File: src/design/ioxd_defs.svh
/*
 Constants for the I/O execute unit: instruction fields, register offsets,
 register field positions, reset values and timing counts.
 Assumes inclusion by bare name from files under design/.
*/
`ifndef IOXD_DEFS_SVH
`define IOXD_DEFS_SVH

// Instruction encoding
`define IOXD_OPC_HI 5
`define IOXD_OPC_VAL 5'h1D
`define IOXD_ADDR_W 11
`define IOXD_ADDR_SPACE 2048

// Register byte offsets
`define IOXD_REG_CTRL 12'h000
`define IOXD_REG_INSTR 12'h004
`define IOXD_REG_ACC 12'h008
`define IOXD_REG_STAT 12'h00C
`define IOXD_REG_RDATA 12'h010
`define IOXD_REG_CNT 12'h014

// Control register fields
`define IOXD_CTRL_PRIV 0
`define IOXD_CTRL_RST 32'h0000_0000

// Status register fields
`define IOXD_ST_BUSY 0
`define IOXD_ST_PRIV_ERR 1
`define IOXD_ST_DONE 2
`define IOXD_ST_OPC_ERR 3
`define IOXD_ST_FIFO_LVL 8

// Timing: execute time of the instruction, in ns, at 100 MHz
`define IOXD_EXEC_NS 1700
`define IOXD_CLK_NS 10
`define IOXD_EXEC_CYC ((`IOXD_EXEC_NS) / (`IOXD_CLK_NS))

`endif

File: src/design/ioxd_pkg.sv
/*
 Types shared by the I/O execute unit and its FIFO.
 Assumes ioxd_defs.svh sits beside it.
*/
`include "ioxd_defs.svh"

package ioxd_pkg;
    // Bus cycle towards a peripheral
    typedef struct packed {
        logic sel;
        logic wr;
        logic [`IOXD_ADDR_W-1:0] addr;
        logic [15:0] wdata;
    } ioxd_bus_req_t;

    // Entry of the read-data FIFO
    typedef struct packed {
        logic [`IOXD_ADDR_W-1:0] addr;
        logic [15:0] data;
    } ioxd_rd_word_t;

    // Execute sequencer, Gray coded along the usual path
    typedef enum logic [1:0] {
        IOXD_IDLE = 2'b00,
        IOXD_SETUP = 2'b01,
        IOXD_XFER = 2'b11,
        IOXD_DONE = 2'b10
    } ioxd_state_t;
endpackage

File: src/design/ioxd_fifo.sv
/*
 Flip-flop FIFO with valid/ready on both sides, width and depth parameters.
 Assumes a single clock and an asynchronous active-low reset.
*/
`timescale 1ns/10ps
`default_nettype none

module ioxd_fifo #(
    parameter int WIDTH = 27,
    parameter int DEPTH = 32
) (
    // Clock and reset
    input wire logic pclk,
    input wire logic presetn,
    // Filling side
    input wire logic in_valid,
    output logic in_ready,
    input wire logic [WIDTH-1:0] in_data,
    // Draining side
    output logic out_valid,
    input wire logic out_ready,
    output logic [WIDTH-1:0] out_data,
    // Fill level
    output logic [$clog2(DEPTH):0] level
);
    localparam int AW = $clog2(DEPTH);

    logic [WIDTH-1:0] mem_q [DEPTH];
    logic [AW-1:0] wr_q, wr_d, rd_q, rd_d;
    logic [AW:0] cnt_q, cnt_d;
    logic push, pop;

    // Honest flags straight from the count
    assign in_ready = (cnt_q != DEPTH[AW:0]);
    assign out_valid = (cnt_q != '0);
    assign push = in_valid && in_ready;
    assign pop = out_valid && out_ready;
    assign out_data = mem_q[rd_q];
    assign level = cnt_q;

    // Pointer and count next values
    always_comb begin
        wr_d = push ? AW'(wr_q + 1'b1) : wr_q;
        rd_d = pop ? AW'(rd_q + 1'b1) : rd_q;
        cnt_d = cnt_q;
        if (push && !pop) begin
            cnt_d = (AW+1)'(cnt_q + 1'b1);
        end else if (pop && !push) begin
            cnt_d = (AW+1)'(cnt_q - 1'b1);
        end
    end

    always_ff @(posedge pclk or negedge presetn) begin
        if (!presetn) begin
            wr_q <= '0;
            rd_q <= '0;
            cnt_q <= '0;
        end else begin
            wr_q <= wr_d;
            rd_q <= rd_d;
            cnt_q <= cnt_d;
        end
    end

    // Storage has no reset; only words below the count are ever read
    always_ff @(posedge pclk) begin
        if (push) begin
            mem_q[wr_q] <= in_data;
        end
    end

    a_fifo_no_overflow: assert property (@(posedge pclk) disable iff (!presetn)
        cnt_q <= DEPTH[AW:0]) else $error("FIFO count above depth");
endmodule

`default_nettype wire

File: src/design/ioxd_top.sv
/*
 I/O execute unit: takes an instruction word and accumulator over APB,
 checks the opcode and privilege, runs one bus cycle to the addressed
 peripheral and queues input words in a FIFO read back over APB.
 Assumes peripherals answer in the fixed execute time and decode their
 own addresses.
*/
`timescale 1ns/10ps
`default_nettype none
`include "ioxd_defs.svh"

module ioxd_top #(
    parameter int FIFO_DEPTH = 32,
    parameter int EXEC_CYC = `IOXD_EXEC_CYC
) (
    // Clock and reset
    input wire logic pclk,
    input wire logic presetn,
    // APB slave
    input wire logic psel,
    input wire logic penable,
    input wire logic pwrite,
    input wire logic [11:0] paddr,
    input wire logic [31:0] pwdata,
    output logic [31:0] prdata,
    output logic pready,
    output logic pslverr,
    // I/O bus towards peripherals
    output ioxd_pkg::ioxd_bus_req_t io_req,
    input wire logic [15:0] io_rdata
);
    import ioxd_pkg::*;

    localparam int LW = $clog2(FIFO_DEPTH) + 1;
    localparam int CW = $clog2(EXEC_CYC + 1);

    ioxd_state_t st_q, st_d;
    ioxd_bus_req_t req_q, req_d;
    logic [15:0] instr_q, instr_d, acc_q, acc_d;
    logic priv_q, priv_d, priv_err_q, priv_err_d, opc_err_q, opc_err_d;
    logic done_q, done_d;
    logic [CW-1:0] tmr_q, tmr_d;
    logic [31:0] xfer_cnt_q, xfer_cnt_d;
    logic apb_wr, apb_rd, addr_ok, exec_go;
    logic fifo_in_valid, fifo_in_ready, fifo_out_valid, fifo_pop;
    ioxd_rd_word_t fifo_in, fifo_out;
    logic [LW-1:0] fifo_lvl;

    // Access phase strobes; every access completes at once
    assign apb_wr = psel && penable && pwrite;
    assign apb_rd = psel && penable && !pwrite;
    assign addr_ok = (paddr == `IOXD_REG_CTRL) || (paddr == `IOXD_REG_INSTR) ||
                     (paddr == `IOXD_REG_ACC) || (paddr == `IOXD_REG_STAT) ||
                     (paddr == `IOXD_REG_RDATA) || (paddr == `IOXD_REG_CNT);
    assign pready = 1'b1;
    assign pslverr = psel && penable && !addr_ok;
    // Writing the instruction register starts execution when idle
    assign exec_go = apb_wr && (paddr == `IOXD_REG_INSTR) && (st_q == IOXD_IDLE);
    // Reading the data register pops one input word
    assign fifo_pop = apb_rd && (paddr == `IOXD_REG_RDATA) && fifo_out_valid;

    // Read mux; unmapped offsets read zero
    always_comb begin
        prdata = 32'h0000_0000;
        unique case (paddr)
            `IOXD_REG_CTRL: prdata[`IOXD_CTRL_PRIV] = priv_q;
            `IOXD_REG_INSTR: prdata[15:0] = instr_q;
            `IOXD_REG_ACC: prdata[15:0] = acc_q;
            `IOXD_REG_STAT: begin
                prdata[`IOXD_ST_BUSY] = (st_q != IOXD_IDLE);
                prdata[`IOXD_ST_PRIV_ERR] = priv_err_q;
                prdata[`IOXD_ST_DONE] = done_q;
                prdata[`IOXD_ST_OPC_ERR] = opc_err_q;
                prdata[`IOXD_ST_FIFO_LVL +: LW] = fifo_lvl;
            end
            `IOXD_REG_RDATA: prdata[26:0] = fifo_out_valid ? fifo_out : 27'h0000000;
            `IOXD_REG_CNT: prdata = xfer_cnt_q;
            default: prdata = 32'h0000_0000;
        endcase
    end

    // Sequencer: check, setup, timed transfer, completion
    always_comb begin
        st_d = st_q;
        req_d = req_q;
        instr_d = instr_q;
        acc_d = acc_q;
        priv_d = priv_q;
        priv_err_d = priv_err_q;
        opc_err_d = opc_err_q;
        done_d = done_q;
        tmr_d = tmr_q;
        xfer_cnt_d = xfer_cnt_q;
        fifo_in_valid = 1'b0;
        fifo_in.addr = req_q.addr;
        fifo_in.data = io_rdata;
        if (apb_wr && paddr == `IOXD_REG_CTRL) begin
            priv_d = pwdata[`IOXD_CTRL_PRIV];
        end
        if (apb_wr && paddr == `IOXD_REG_ACC) begin
            acc_d = pwdata[15:0];
        end
        // Reading status clears sticky flags, unless the sequencer sets them now
        if (apb_rd && paddr == `IOXD_REG_STAT) begin
            priv_err_d = 1'b0;
            opc_err_d = 1'b0;
            done_d = 1'b0;
        end
        unique case (st_q)
            IOXD_IDLE: begin
                if (exec_go) begin
                    instr_d = pwdata[15:0];
                    if (pwdata[15:11] != `IOXD_OPC_VAL) begin
                        opc_err_d = 1'b1;
                    end else if (!priv_q) begin
                        priv_err_d = 1'b1;
                    end else begin
                        st_d = IOXD_SETUP;
                        req_d.addr = pwdata[`IOXD_ADDR_W-1:0];
                        req_d.wr = pwdata[0];
                        req_d.wdata = acc_q;
                    end
                end
            end
            IOXD_SETUP: begin
                // Select asserted for the whole timed window
                req_d.sel = 1'b1;
                tmr_d = CW'(EXEC_CYC - 1);
                st_d = IOXD_XFER;
            end
            IOXD_XFER: begin
                if (tmr_q == '0) begin
                    // Input word sampled at the close; stalls while FIFO is full
                    if (req_q.wr || fifo_in_ready) begin
                        fifo_in_valid = !req_q.wr;
                        req_d.sel = 1'b0;
                        st_d = IOXD_DONE;
                    end
                end else begin
                    tmr_d = CW'(tmr_q - 1'b1);
                end
            end
            IOXD_DONE: begin
                done_d = 1'b1;
                xfer_cnt_d = xfer_cnt_q + 32'h0000_0001;
                st_d = IOXD_IDLE;
            end
        endcase
    end

    always_ff @(posedge pclk or negedge presetn) begin
        if (!presetn) begin
            st_q <= IOXD_IDLE;
            req_q <= '0;
            instr_q <= 16'h0000;
            acc_q <= 16'h0000;
            priv_q <= 1'b0;
            priv_err_q <= 1'b0;
            opc_err_q <= 1'b0;
            done_q <= 1'b0;
            tmr_q <= '0;
            xfer_cnt_q <= 32'h0000_0000;
        end else begin
            st_q <= st_d;
            req_q <= req_d;
            instr_q <= instr_d;
            acc_q <= acc_d;
            priv_q <= priv_d;
            priv_err_q <= priv_err_d;
            opc_err_q <= opc_err_d;
            done_q <= done_d;
            tmr_q <= tmr_d;
            xfer_cnt_q <= xfer_cnt_d;
        end
    end

    assign io_req = req_q;

    ioxd_fifo #(
        .WIDTH(27),
        .DEPTH(FIFO_DEPTH)
    ) u_fifo (
        .pclk(pclk),
        .presetn(presetn),
        .in_valid(fifo_in_valid),
        .in_ready(fifo_in_ready),
        .in_data(fifo_in),
        .out_valid(fifo_out_valid),
        .out_ready(fifo_pop),
        .out_data(fifo_out),
        .level(fifo_lvl)
    );

    // Checks
    a_priv_reject: assert property (@(posedge pclk) disable iff (!presetn)
        exec_go && pwdata[15:11] == `IOXD_OPC_VAL && !priv_q
        |=> st_q == IOXD_IDLE && priv_err_q)
        else $error("unprivileged execute not rejected");
    a_opcode_check: assert property (@(posedge pclk) disable iff (!presetn)
        exec_go && pwdata[15:11] != `IOXD_OPC_VAL |=> st_q == IOXD_IDLE && opc_err_q)
        else $error("bad opcode not refused");
    a_addr_field: assert property (@(posedge pclk) disable iff (!presetn)
        st_q == IOXD_SETUP |-> req_q.addr == instr_q[10:0])
        else $error("address field mismatch");
    a_sel_start: assert property (@(posedge pclk) disable iff (!presetn)
        st_q == IOXD_SETUP |=> io_req.sel)
        else $error("select not asserted");
    a_sel_only_exec: assert property (@(posedge pclk) disable iff (!presetn)
        io_req.sel |-> st_q == IOXD_XFER)
        else $error("select outside execute");
    a_dir_bit: assert property (@(posedge pclk) disable iff (!presetn)
        io_req.sel |-> io_req.wr == io_req.addr[0])
        else $error("direction not from bit 0");
    a_sel_stable: assert property (@(posedge pclk) disable iff (!presetn)
        io_req.sel && tmr_q != '0 |=> io_req.sel && $stable(io_req.addr))
        else $error("select dropped early");
    a_done_follow: assert property (@(posedge pclk) disable iff (!presetn)
        st_q == IOXD_DONE |=> done_q && st_q == IOXD_IDLE)
        else $error("completion not flagged");

    c_write_xfer: cover property (@(posedge pclk) disable iff (!presetn)
        st_q == IOXD_DONE && req_q.wr);
    c_read_xfer: cover property (@(posedge pclk) disable iff (!presetn)
        fifo_in_valid);
    c_priv_fail: cover property (@(posedge pclk) disable iff (!presetn)
        priv_err_q);
    c_fifo_full: cover property (@(posedge pclk) disable iff (!presetn)
        !fifo_in_ready);
endmodule

`default_nettype wire

File: config.mk
export PLATFORM = sky130hd
export DESIGN_NAME = ioxd_top
export DESIGN_NICKNAME = d
export VERILOG_FILES = /design/src/design/ioxd_pkg.sv /design/src/design/ioxd_fifo.sv /design/src/design/ioxd_top.sv
export VERILOG_INCLUDE_DIRS = /design/src /design/src/design
export SDC_FILE = /design/constraint.sdc
export NUM_CORES = 1
export LEC_CHECK = 0
export BUFFER_PORTS_ARGS = -buffer_cell sky130_fd_sc_hd__buf_2
export CORE_ASPECT_RATIO = 2
export CORE_MARGIN = 4
export CORE_UTILIZATION = 43
export DETAILED_ROUTE_END_ITERATION = 10
export GPL_TIMING_DRIVEN = 0
export HOLD_SLACK_MARGIN = 0.15
export PLACE_DENSITY = 0.59
export REMOVE_ABC_BUFFERS = 1
export SYNTH_ARGS = -nofsm -noshare
export SYNTH_HDL_FRONTEND = slang
export SYNTH_SLANG_ARGS = --single-unit
File: constraint.sdc
create_clock -name pclk -period 3.5 [get_ports pclk]
set_clock_uncertainty 0.1 [all_clocks]
set_input_delay 0.7 -clock pclk [delete_from_list [all_inputs] [get_ports pclk]]
set_output_delay 0.7 -clock pclk [all_outputs]
set_load 0.01 [all_outputs]
# After elaboration in Yosys (flattened, before gate mapping)
# Memories as Yosys holds them, arrays and structs flattened.
# Index checks and enable logic that the tools add are counted.
[classes]
add_sub_neg = 6
n_eq_ne = 16
muxes = 37
bitwise_logic = 1
n_reduce_logical = 39
[op_table]
columns = ["op", "n"]
rows = [
  ["32-bit by 1-bit adder with 32-bit output, second input constant", 1],
  ["6-bit case mux with 5 select lines", 1],
  ["27-bit two-way mux", 1],
  ["12-bit by 4-bit == test with 1-bit output, second input constant", 2],
  ["12-bit by 5-bit == test with 1-bit output, second input constant", 2],
  ["11-bit case mux with 2 select lines", 1],
  ["1-bit two-way mux", 18],
  ["2-bit case mux with 4 select lines", 2],
  ["4-bit case mux with 4 select lines", 1],
  ["8-bit case mux with 2 select lines", 1],
  ["1-bit logical AND", 15],
  ["3-bit case mux with 5 select lines", 1],
  ["12-bit by 3-bit == test with 1-bit output, second input constant", 1],
  ["12-bit zero test", 1],
  ["6-bit two-way mux", 2],
  ["2-bit inequality test, second input constant", 6],
  ["5-bit by 1-bit adder with 5-bit output, second input constant", 2],
  ["2-bit two-way mux", 5],
  ["8-bit zero test", 1],
  ["8-bit two-way mux", 1],
  ["2-bit nonzero test", 4],
  ["8-bit by 1-bit subtractor with 8-bit output, second input constant", 1],
  ["6-bit by 1-bit adder with 6-bit output, second input constant", 1],
  ["1-bit logical OR", 6],
  ["16 further kinds", 22],
]
[totals]
reg_bits = 123
mem_bits_rw = 864
output_inout_bits = 63
elab_cells = 116
mem_count = 1
[mem_list]
columns = ["name", "depth", "word_bits", "rd", "rd_clocked_by_memory_dff", "wr", "line", "rtl"]
rows = [
  ["u_fifo.mem_q", 32, 27, 1, 0, 1, "ioxd_fifo.sv:28", "logic [WIDTH-1:0] mem_q [DEPTH];"],
]

# Depth between registers and ports, before layout
# Gate-level depths: netlist of the first run.
[depth]
depth_word = 10
mapped_depth = 13
mapped_depth_nobuf = 13

# By module
# Synthesis of the first run repeated with hierarchy kept, for this count alone.
[hier_totals]
cells_unflattened = 2003
hier_area_um2 = 38966.1
[by_module_without_submodules]
columns = ["mod", "n_inst", "cells_each", "area_each_um2"]
rows = [
  ["ioxd_fifo", 1, 1550, 33691.1],
  ["ioxd_top", 1, 453, 5275.1],
]

# Worst setup path before layout of the first run
# No wires, ideal clock.
[synth_path]
kind = "in2reg"
start = "in paddr[1]"
end = "reg u_fifo.cnt_q[5] (netlist: u_fifo.level[5])"
setup_ns = 0.128
arrival_time_ns = 3.489
required_ns = 3.272
path_slack_ns = -0.217
path_stages = 12
path_buffers = 0
cell_sequence = "nor3_1 nand3_1 nor4b_1 inv_1 ha_1 inv_1 ha_1 a21o_1 a21oi_1 or4_1 nand3_1 xor2_1"
[synth_via]
elab_chain_len = 7
[synth_lines]
columns = ["item", "line", "rtl"]
rows = [
  ["start: declaration", "ioxd_top.sv:23", "input wire logic [11:0] paddr,"],
  ["12-bit by 5-bit == test with 1-bit output *", "--", ""],
  ["1-bit logical AND * (2 in a row)", "ioxd_top.sv:60", "assign fifo_pop = apb_rd && (paddr == `IOXD_REG_RDATA) && fifo_out_valid;"],
  ["1-bit logical AND *", "ioxd_fifo.sv:37", "assign pop = out_valid && out_ready;"],
  ["1-bit zero test", "ioxd_fifo.sv:46", "if (push && !pop) begin"],
  ["1-bit logical AND", "ioxd_fifo.sv:46", ""],
  ["6-bit two-way mux / 2-bit nonzero test (equally long branches)", "--", ""],
  ["end signal: assignment", "ioxd_fifo.sv:61", "cnt_q <= cnt_d;"],
  ["end: declaration", "ioxd_fifo.sv:30", "logic [AW:0] cnt_q, cnt_d;"],
]
# Mark *: on every way between the ends. The rest lies on a longest branch, timed or not.
# A chain may end at the register's enable or synchronous reset.

# Final worst setup path of the first run
[layout_path]
start = "reg u_fifo.rd_q[0]"
end = "out prdata[21]"
[layout_via]
elab_chain_len = 3
[layout_lines]
columns = ["item", "line", "rtl"]
rows = [
  ["start: declaration", "ioxd_fifo.sv:29", "logic [AW-1:0] wr_q, wr_d, rd_q, rd_d;"],
  ["start signal: assignment", "ioxd_fifo.sv:60", "rd_q <= rd_d;"],
  ["memory 32 x 27 bit", "--", ""],
  ["27-bit two-way mux", "ioxd_top.sv:76", "`IOXD_REG_RDATA: prdata[26:0] = fifo_out_valid ? fifo_out : 27'h0000000;"],
  ["11-bit case mux with 2 select lines", "ioxd_top.sv:65", "unique case (paddr)"],
  ["end: declaration", "ioxd_top.sv:25", "output logic [31:0] prdata,"],
]
# Every way passes these cells.

==> summary.md, run 1 <==
| Metric | Value |
|---|---|
| Outcome | finished with violations |
| Failing checks | negative setup slack |
| Area post-placement | 0.04191 mm2 |
| Num CTS Buffers | 82 |
| Slew @ Worst Pin | 1.309 ns |
| Metal3 WL | 7326 um |
| Global placement routability congestion | 0.8176 |
| Drt total wl | 113900 um |
| Worst skew pair latency | 0.67 ns |
| LEAKAGE | 15.00 nW |
| CP Data Arrival Time | 3.14 ns |
| Clock transition at path regs | 0.07 ns |
| Ys Warns | 0 |
| Sequential area share after synthesis | 0.7485 |
| Final hold violations | 0 |
| Largest net degree at the start of global routing | 95 |
| I/O Buffers | 110 |
| CTS Sinks | 986 |
| Number of flops mapped to enable cells by yosys | 864 |
| Max-cap viol count | 0 |
| RSZ-0062 raised after global routing | true |
| Uppermost layer routed | met5 |
| Place WS | -1.335 ns |
| Synthesized cell area | 0.03874 mm2 |
| Worst hold-check path type | in -> reg |
| Number of remaining DRC errors | 0 |
| Final Max Tran Viols | 0 |
| Fin crit period | 3.940 ns |
| Initial antenna violation count | 3 |
| FP Rows | 155 |
| Global Route Usage Sum | 0.2372 |
| Share of cells above drive strength 1 | 0.3832 |
| Critical Path Source Type | register |
| GRT Residual Overflow | 0 |
| Post-synth cell types | 64 |
| Setup violations, final | 28 |
| Fin crit share | 1.126 |
| Post-Syn Instances | 1933 |
| Final ANT Viol Nets | 0 |
| First-pass GRT wire length | 159100 um |
| Starting Density | 0.4333 |
| Post-synth ARST share | 0.1237 |
| WHS | 0.1917 ns |
| Die Y | 432.5 um |
| Yosys top cell by area | edfxtp_1 |
| Hold-critical path depth | 2 |
| DRT iter0 DRCs | 2604 |
| DR WL/cell | 32.89 um |
| VDD IR max | 0.3773 mV |
| Top cells by count, synth | 864 x edfxtp_1, 217 x mux4_2, 122 x dfrtp_1, 82 x nand2_1, 70 x nor2_1 |
| Syn_area_per_cell | 20.04 um2 |
| Critical path endpoint category | primary output |
| CTS H-tree depth | 3 |
| Worst reg2reg path depth | 7 |
| Top FF cell, synth | edfxtp_1 |
| Area grow syn2layout | 22.44% |
| Layout net count | 2301 |
| Synth area leaders | edfxtp_1 67%, mux4_2 13%, dfrtp_1 7.9% |
| Vias in the first global route | 21900 |
| Relative slew slack | 0.1274 |
| Post-layout instance area | 0.04743 mm2 |
| Root buffer cell | clkbuf_16 |
| Worst-path maximum fanout | 8 |
| Via count | 21210 |
| Required time worst endpoint | 2.70 ns |
| Metal-1 WL | 40530 um |
| Yosys reg bits | 986 |
| Crit Path Category | reg -> out |
| Clock Path Buffers | 3 |
| I/O pin total | 128 |
| Detailed placement HPWL | 65980 um |
| Avg Vias per Cell | 6.124 |
| CTS tree | done |
| Max Fclk | 253.8 MHz |
| 1st-pass router iterations | 6 |
| Met2 wire len | 59140 um |
| Placeable Area | 0.08940 mm2 |
| DIE WIDTH | 220.2 um |
| Die area | 0.09525 mm2 |
| Top-count cell post-synth | edfxtp_1 |
| Pwr Density | 465.7 mW/mm2 |
| Min setup slack post-route | -0.4397 ns |
| Top-area cell type share of the netlist area | 0.6697 |
[report_power, final]
group          switching [mW]  internal (mW)  total [mW]
combinational           0.135         0.0307       0.166
sequential           0.000436           12.7        12.7
clock                    4.18           5.03        9.21
total                    4.32           17.8        22.1
[logic make-up after synthesis]
kind of cell             synth area share
flip-flops                         0.7485
multiplexers                       0.1530
AND/OR/NAND/NOR                   0.03921
AO/OA/AOI/OAI                     0.03094
buffers and inverters             0.01250
XOR/XNOR                          0.01108
adder cells (fa/ha/maj)          0.004715
other                          0.00009679
[timing repair]
item | CTS | global route
buffers inserted | 97 | 20
hold endpoints to repair | 28 | 0
resized for setup | 180 | 41
pin swaps | 89 | 38
hold buffers | 1 | 0
gates cloned | 23 | 1
setup endpoints to repair | 894 | 131
[registers in the layout, indices dropped and copies added, names as in the netlist]
name,flops
priv_err_q,1
instr_q,16
xfer_cnt_q,32
io_req,28
acc_q,16
st_q,2
u_fifo.rd_q,5
u_fifo.level,6
u_fifo.mem_q,864
priv_q,1
tmr_q,8
done_q,1
opc_err_q,1
u_fifo.wr_q,5
[cell usage in the layout, fill, tap and decap left out, drive strengths merged, types with 4 or more instances in the layout]
cell type | synthesis | routed
a211oi | 11 | 11
a21oi | 18 | 18
a222oi | 6 | 6
a22o | 17 | 17
a22oi | 46 | 46
a31oi | 4 | 4
and2 | 9 | 9
and3 | 10 | 10
and4 | 6 | 6
buf | 35 | 298
bufinv | 0 | 8
clkbuf | 63 | 99
clkinv | 1 | 33
clkinvlp | 0 | 9
dfrtp | 122 | 122
edfxtp | 864 | 864
ha | 13 | 13
inv | 16 | 17
mux2 | 67 | 67
mux2i | 21 | 21
mux4 | 217 | 217
nand2 | 82 | 82
nand2b | 5 | 5
nand3 | 48 | 48
nand3b | 4 | 4
nand4 | 19 | 19
nor2 | 70 | 70
nor2b | 8 | 8
nor3 | 15 | 15
nor4 | 8 | 8
o21ai | 13 | 13
o22ai | 23 | 23
o311ai | 4 | 4
xnor2 | 27 | 27
xor2 | 22 | 22
[critical path, cell delays in order, from the launching register on]
cell and delay, ns:
dfrtp_4 0.51, buf_16 0.16, buf_16 0.14, buf_16 0.14, buf_12 0.13, buf_16 0.14, mux4_2 0.45, o22ai_4 0.19
nor3b_4 0.10, o21ai_2 0.23, nand2_1 0.12, buf_6 0.13
[per-stage QoR]
| step | instances | total power [mW] | setup TNS [ns] | util |
|---|---|---|---|---|
| detailed placement | 3178 | 13.13 | -334.61 | 0.4687 |
| floorplan | 1835 | 12.98 | -216.47 | - |
| CTS | 3446 | 22.22 | -9.281 | 0.5268 |
| global placement | 3122 | 13.11 | -2413.78 | 0.4513 |
| finish | 3464 | 22.09 | -8.199 | 0.5306 |
| global route | 3464 | 22.69 | -10.21 | 0.5306 |
[final timing paths]
kind,from,slack (ns),endpoint
max in group asynchronous,presetn,2.10,u_fifo.rd_q[0]
worst max-delay path,u_fifo.rd_q[0],-0.44,prdata[21]
worst max register to register,tmr_q[4],0,u_fifo.mem_q[22][14]
min in group asynchronous,presetn,0.38,xfer_cnt_q[19]
worst min register to register,xfer_cnt_q[31],0.37,xfer_cnt_q[31]
worst min-delay path,pwdata[11],0.19,instr_q[11]
[cell type report]
| cell class | instances | area, um2 |
|---|---|---|
| timing repair buffer | 303 | 3930 |
| tap | 1177 | 1473 |
| multi-input combinational | 832 | 10310 |
| inverter | 17 | 80.08 |
| clock buffer | 98 | 2176 |
| fill | 6759 | 41970 |
| clock inverter | 50 | 444.2 |
| sequential | 986 | 29020 |
| antenna | 1 | 2.502 |
[per-layer routing]
layer,vias up,global-route usage
met5,-,0
met4,4,0.1107
met3,289,0.03595
met2,1014,0.4142
met1,11410,0.2883
li1,8500,-
No activity file was read; power rests on OpenSTA's default activity.
==> run 2, diff against run 1 <==
- SKIP_CTS_REPAIR_TIMING: not set -> 1
- TNS_END_PERCENT: not set -> 50
- clock period: 3.5 -> 3.4 ns (I/O delays scaled with it)
==> run 2 against run 1 <==
  * Largest power group unchanged
  * Sequential power grew 3%
  * The flow still finishes with violations (negative setup slack)
  * Clock power up 2.7%
  * Highest routed layer unchanged
  * Power up 2.9%
==> summary.md, run 2 (same netlist as run 1, synthesis figures left out) <==
| Metric | Value |
|---|---|
| Outcome | finished with violations |
| Failing checks | negative setup slack |
| Biggest register | u_fifo.mem_q |
| Share of cells above drive strength 1 | 0.3788 (-0.004388) |
| Most frequent cells in the layout | 864 x edfxtp_1, 217 x mux4_2, 115 x dfrtp_1 |
| Layout fillers | 6817 (+0.86%) |
| Post-layout instance area | 0.04708 mm2 (-0.74%) |
| CP cell instances | buf_16 -> buf_16 -> buf_16 -> buf_8 -> mux4_2 -> o22ai_1 -> nor3b_2 -> o21ai_2 -> nand2_1 -> buf_2 |
| FP Rows | 155 (unchanged) |
| Final hold violations | 0 (unchanged) |
| LEAKAGE | 14.96 nW (-0.26%) |
| I/O Buffers | 110 (unchanged) |
| Global Route Usage Sum | 0.2194 (-0.01778) |
| Critical Path Source Type | register |
| GRT Residual Overflow | 0 (unchanged) |
| Slew @ Worst Pin | 1.369 ns (+0.06025 ns) |
| Num CTS Buffers | 82 (unchanged) |
| Avg Vias per Cell | 6.086 (-0.61%) |
| Worst-path maximum fanout | 8 (unchanged) |
| Root buffer cell | clkbuf_16 |
| Most common cell after layout, fill and taps aside | edfxtp_1 |
| Via count | 21130 (-0.38%) |
| Vias in the first global route | 20830 (-4.9%) |
| Hold-critical path depth | 2 (unchanged) |
| I/O pin total | 128 (unchanged) |
| Final ANT Viol Nets | 0 (unchanged) |
| Setup TNS | -10.54 ns (-2.342 ns) |
| Area post-placement | 0.04191 mm2 (unchanged) |
| Highest cell delay on the worst timing path | 0.50 ns (about the same) |
| First-pass GRT wire length | 148400 um (-6.7%) |
| Pwr Density | 482.5 mW/mm2 (+3.6%) |
| Clock transition at path regs | 0.07 ns (about the same) |
| Critical Path End | prdata[21] |
| Final Max Tran Viols | 0 (unchanged) |
| Starting Density | 0.4333 (unchanged) |
| DRT iter0 DRCs | 2392 (-8.1%) |
| Fin crit share | 1.159 |
| Critical path endpoint category | primary output |
| Reg2reg setup slack | 0.01 ns (about the same) |
| Crit Path Category | reg -> out |
| CTS Sinks | 986 (unchanged) |
| Fin crit period | 3.941 ns |
| Worst skew pair latency | 0.66 ns (about the same) |
| Die Y | 432.5 um (unchanged) |
| Required time worst endpoint | 2.62 ns (-0.08 ns) |
| Setup violations, final | 27 (-3.6%) |
| Global placement routability congestion | 0.8176 (unchanged) |
| CTS H-tree depth | 3 (unchanged) |
| Setup crit start | u_fifo.rd_q[0] |
| WHS | 0.1832 ns (-0.008503 ns) |
| Relative slew slack | 0.08720 (-0.04017) |
| Worst hold-check path type | in -> reg |
| Max FFs per register | 864 (unchanged) |
| R2R Path End | u_fifo.mem_q[14][21] |
| DR WL/cell | 32.40 um (-1.5%) |
| Area of the multi-input gates | 0.01014 mm2 (-1.6%) |
| Crit-path most repeated cell | buf_16 |
| Clock Path Buffers | 3 (unchanged) |
| RSZ-0062 raised after global routing | true |
| Layout net count | 2309 (+0.35%) |
| Die area | 0.09525 mm2 (unchanged) |
| Initial antenna violation count | 3 (unchanged) |
| Drt total wl | 112500 um (-1.3%) |
| Detailed placement HPWL | 65980 um (unchanged) |
| DIE WIDTH | 220.2 um (unchanged) |
| Area grow syn2layout | 21.52% |
| Place WS | -1.395 ns (-0.06000 ns) |
| Min setup slack post-route | -0.5411 ns (-0.1014 ns) |
| Worst reg2reg path depth | 7 (unchanged) |
| Number of remaining DRC errors | 0 (unchanged) |
| Max Fclk | 253.7 MHz |
| Max-cap viol count | 0 (unchanged) |
| CP max stage cell | mux4_2 |
| VDD IR max | 0.3898 mV (+3.3%) |
| R2r startpoint | tmr_q[4] |
| CTS tree | done |
| Placeable Area | 0.08940 mm2 (unchanged) |
| CP Data Arrival Time | 3.16 ns (+0.02 ns) |
| 1st-pass router iterations | 8 (+2) |
| Largest net degree at the start of global routing | 95 (unchanged) |
| Register Area | 0.02902 mm2 (unchanged) |
## run 2: changes by cell type in the layout (fill, tap and decap cells not counted), sizes merged
cell	before	now
buf	298	294
bufbuf	3	0
clkbuf	99	114
clkinv	33	32
inv	17	18
## run 2: how the worst min path moves through the flow
stage / startpoint / to / slack, ns
floorplan: presetn / acc_q[0] / 0.28
global placement: xfer_cnt_q[31] / xfer_cnt_q[31] / 0.35
detailed placement: xfer_cnt_q[31] / xfer_cnt_q[31] / 0.36
CTS: presetn / io_req[8] / -0.24
global route: pwdata[9] / io_req[25] / 0.17
finish: pwdata[11] / instr_q[11] / 0.18
## run 2: where the power goes
group          internal, mW  switching (mW)
clock network          5.18            4.29
registers              13.1        0.000438
logic                0.0317           0.139
## run 2: area by class of cell
cell class,instances,area share
flip-flops and latches,986,0.6164
multi-input cells,832,0.2154
repair buffers,311,0.07973
clock buffers,98,0.04621
well taps,1177,0.03128
clock inverters,50,0.009434
inverters,17,0.001541
diodes,1,0.00005315
## run 2: metrics by stage
step / total power, mW / util / instances
after floorplan: 13.36 / - / 1835
after global placement: 13.50 / 0.4513 / 3122
after detailed placement: 13.52 / 0.4687 / 3178
after CTS: 22.87 / 0.4980 / 3326
after global routing: 23.34 / 0.5266 / 3472
final: 22.72 / 0.5266 / 3472
## run 2: worst max-delay path: cells and delay by family (launching register included)
family	cells	cell delay, ns
AND/OR/NAND/NOR	2	0.22
AO/OA/AOI/OAI	2	0.48
buffers and inverters	5	0.80
multiplexers	1	0.50
flip-flops	1	0.47
## run 2: layer usage
layer | vias up | track usage | wire [um]
met1 | 11360 | 0.2672 | 39750
li1 | 8528 | - | -
met3 | 257 | 0.03363 | 7134
met5 | - | 0 | 23
met2 | 982 | 0.3839 | 59670
met4 | 4 | 0.09911 | 5916
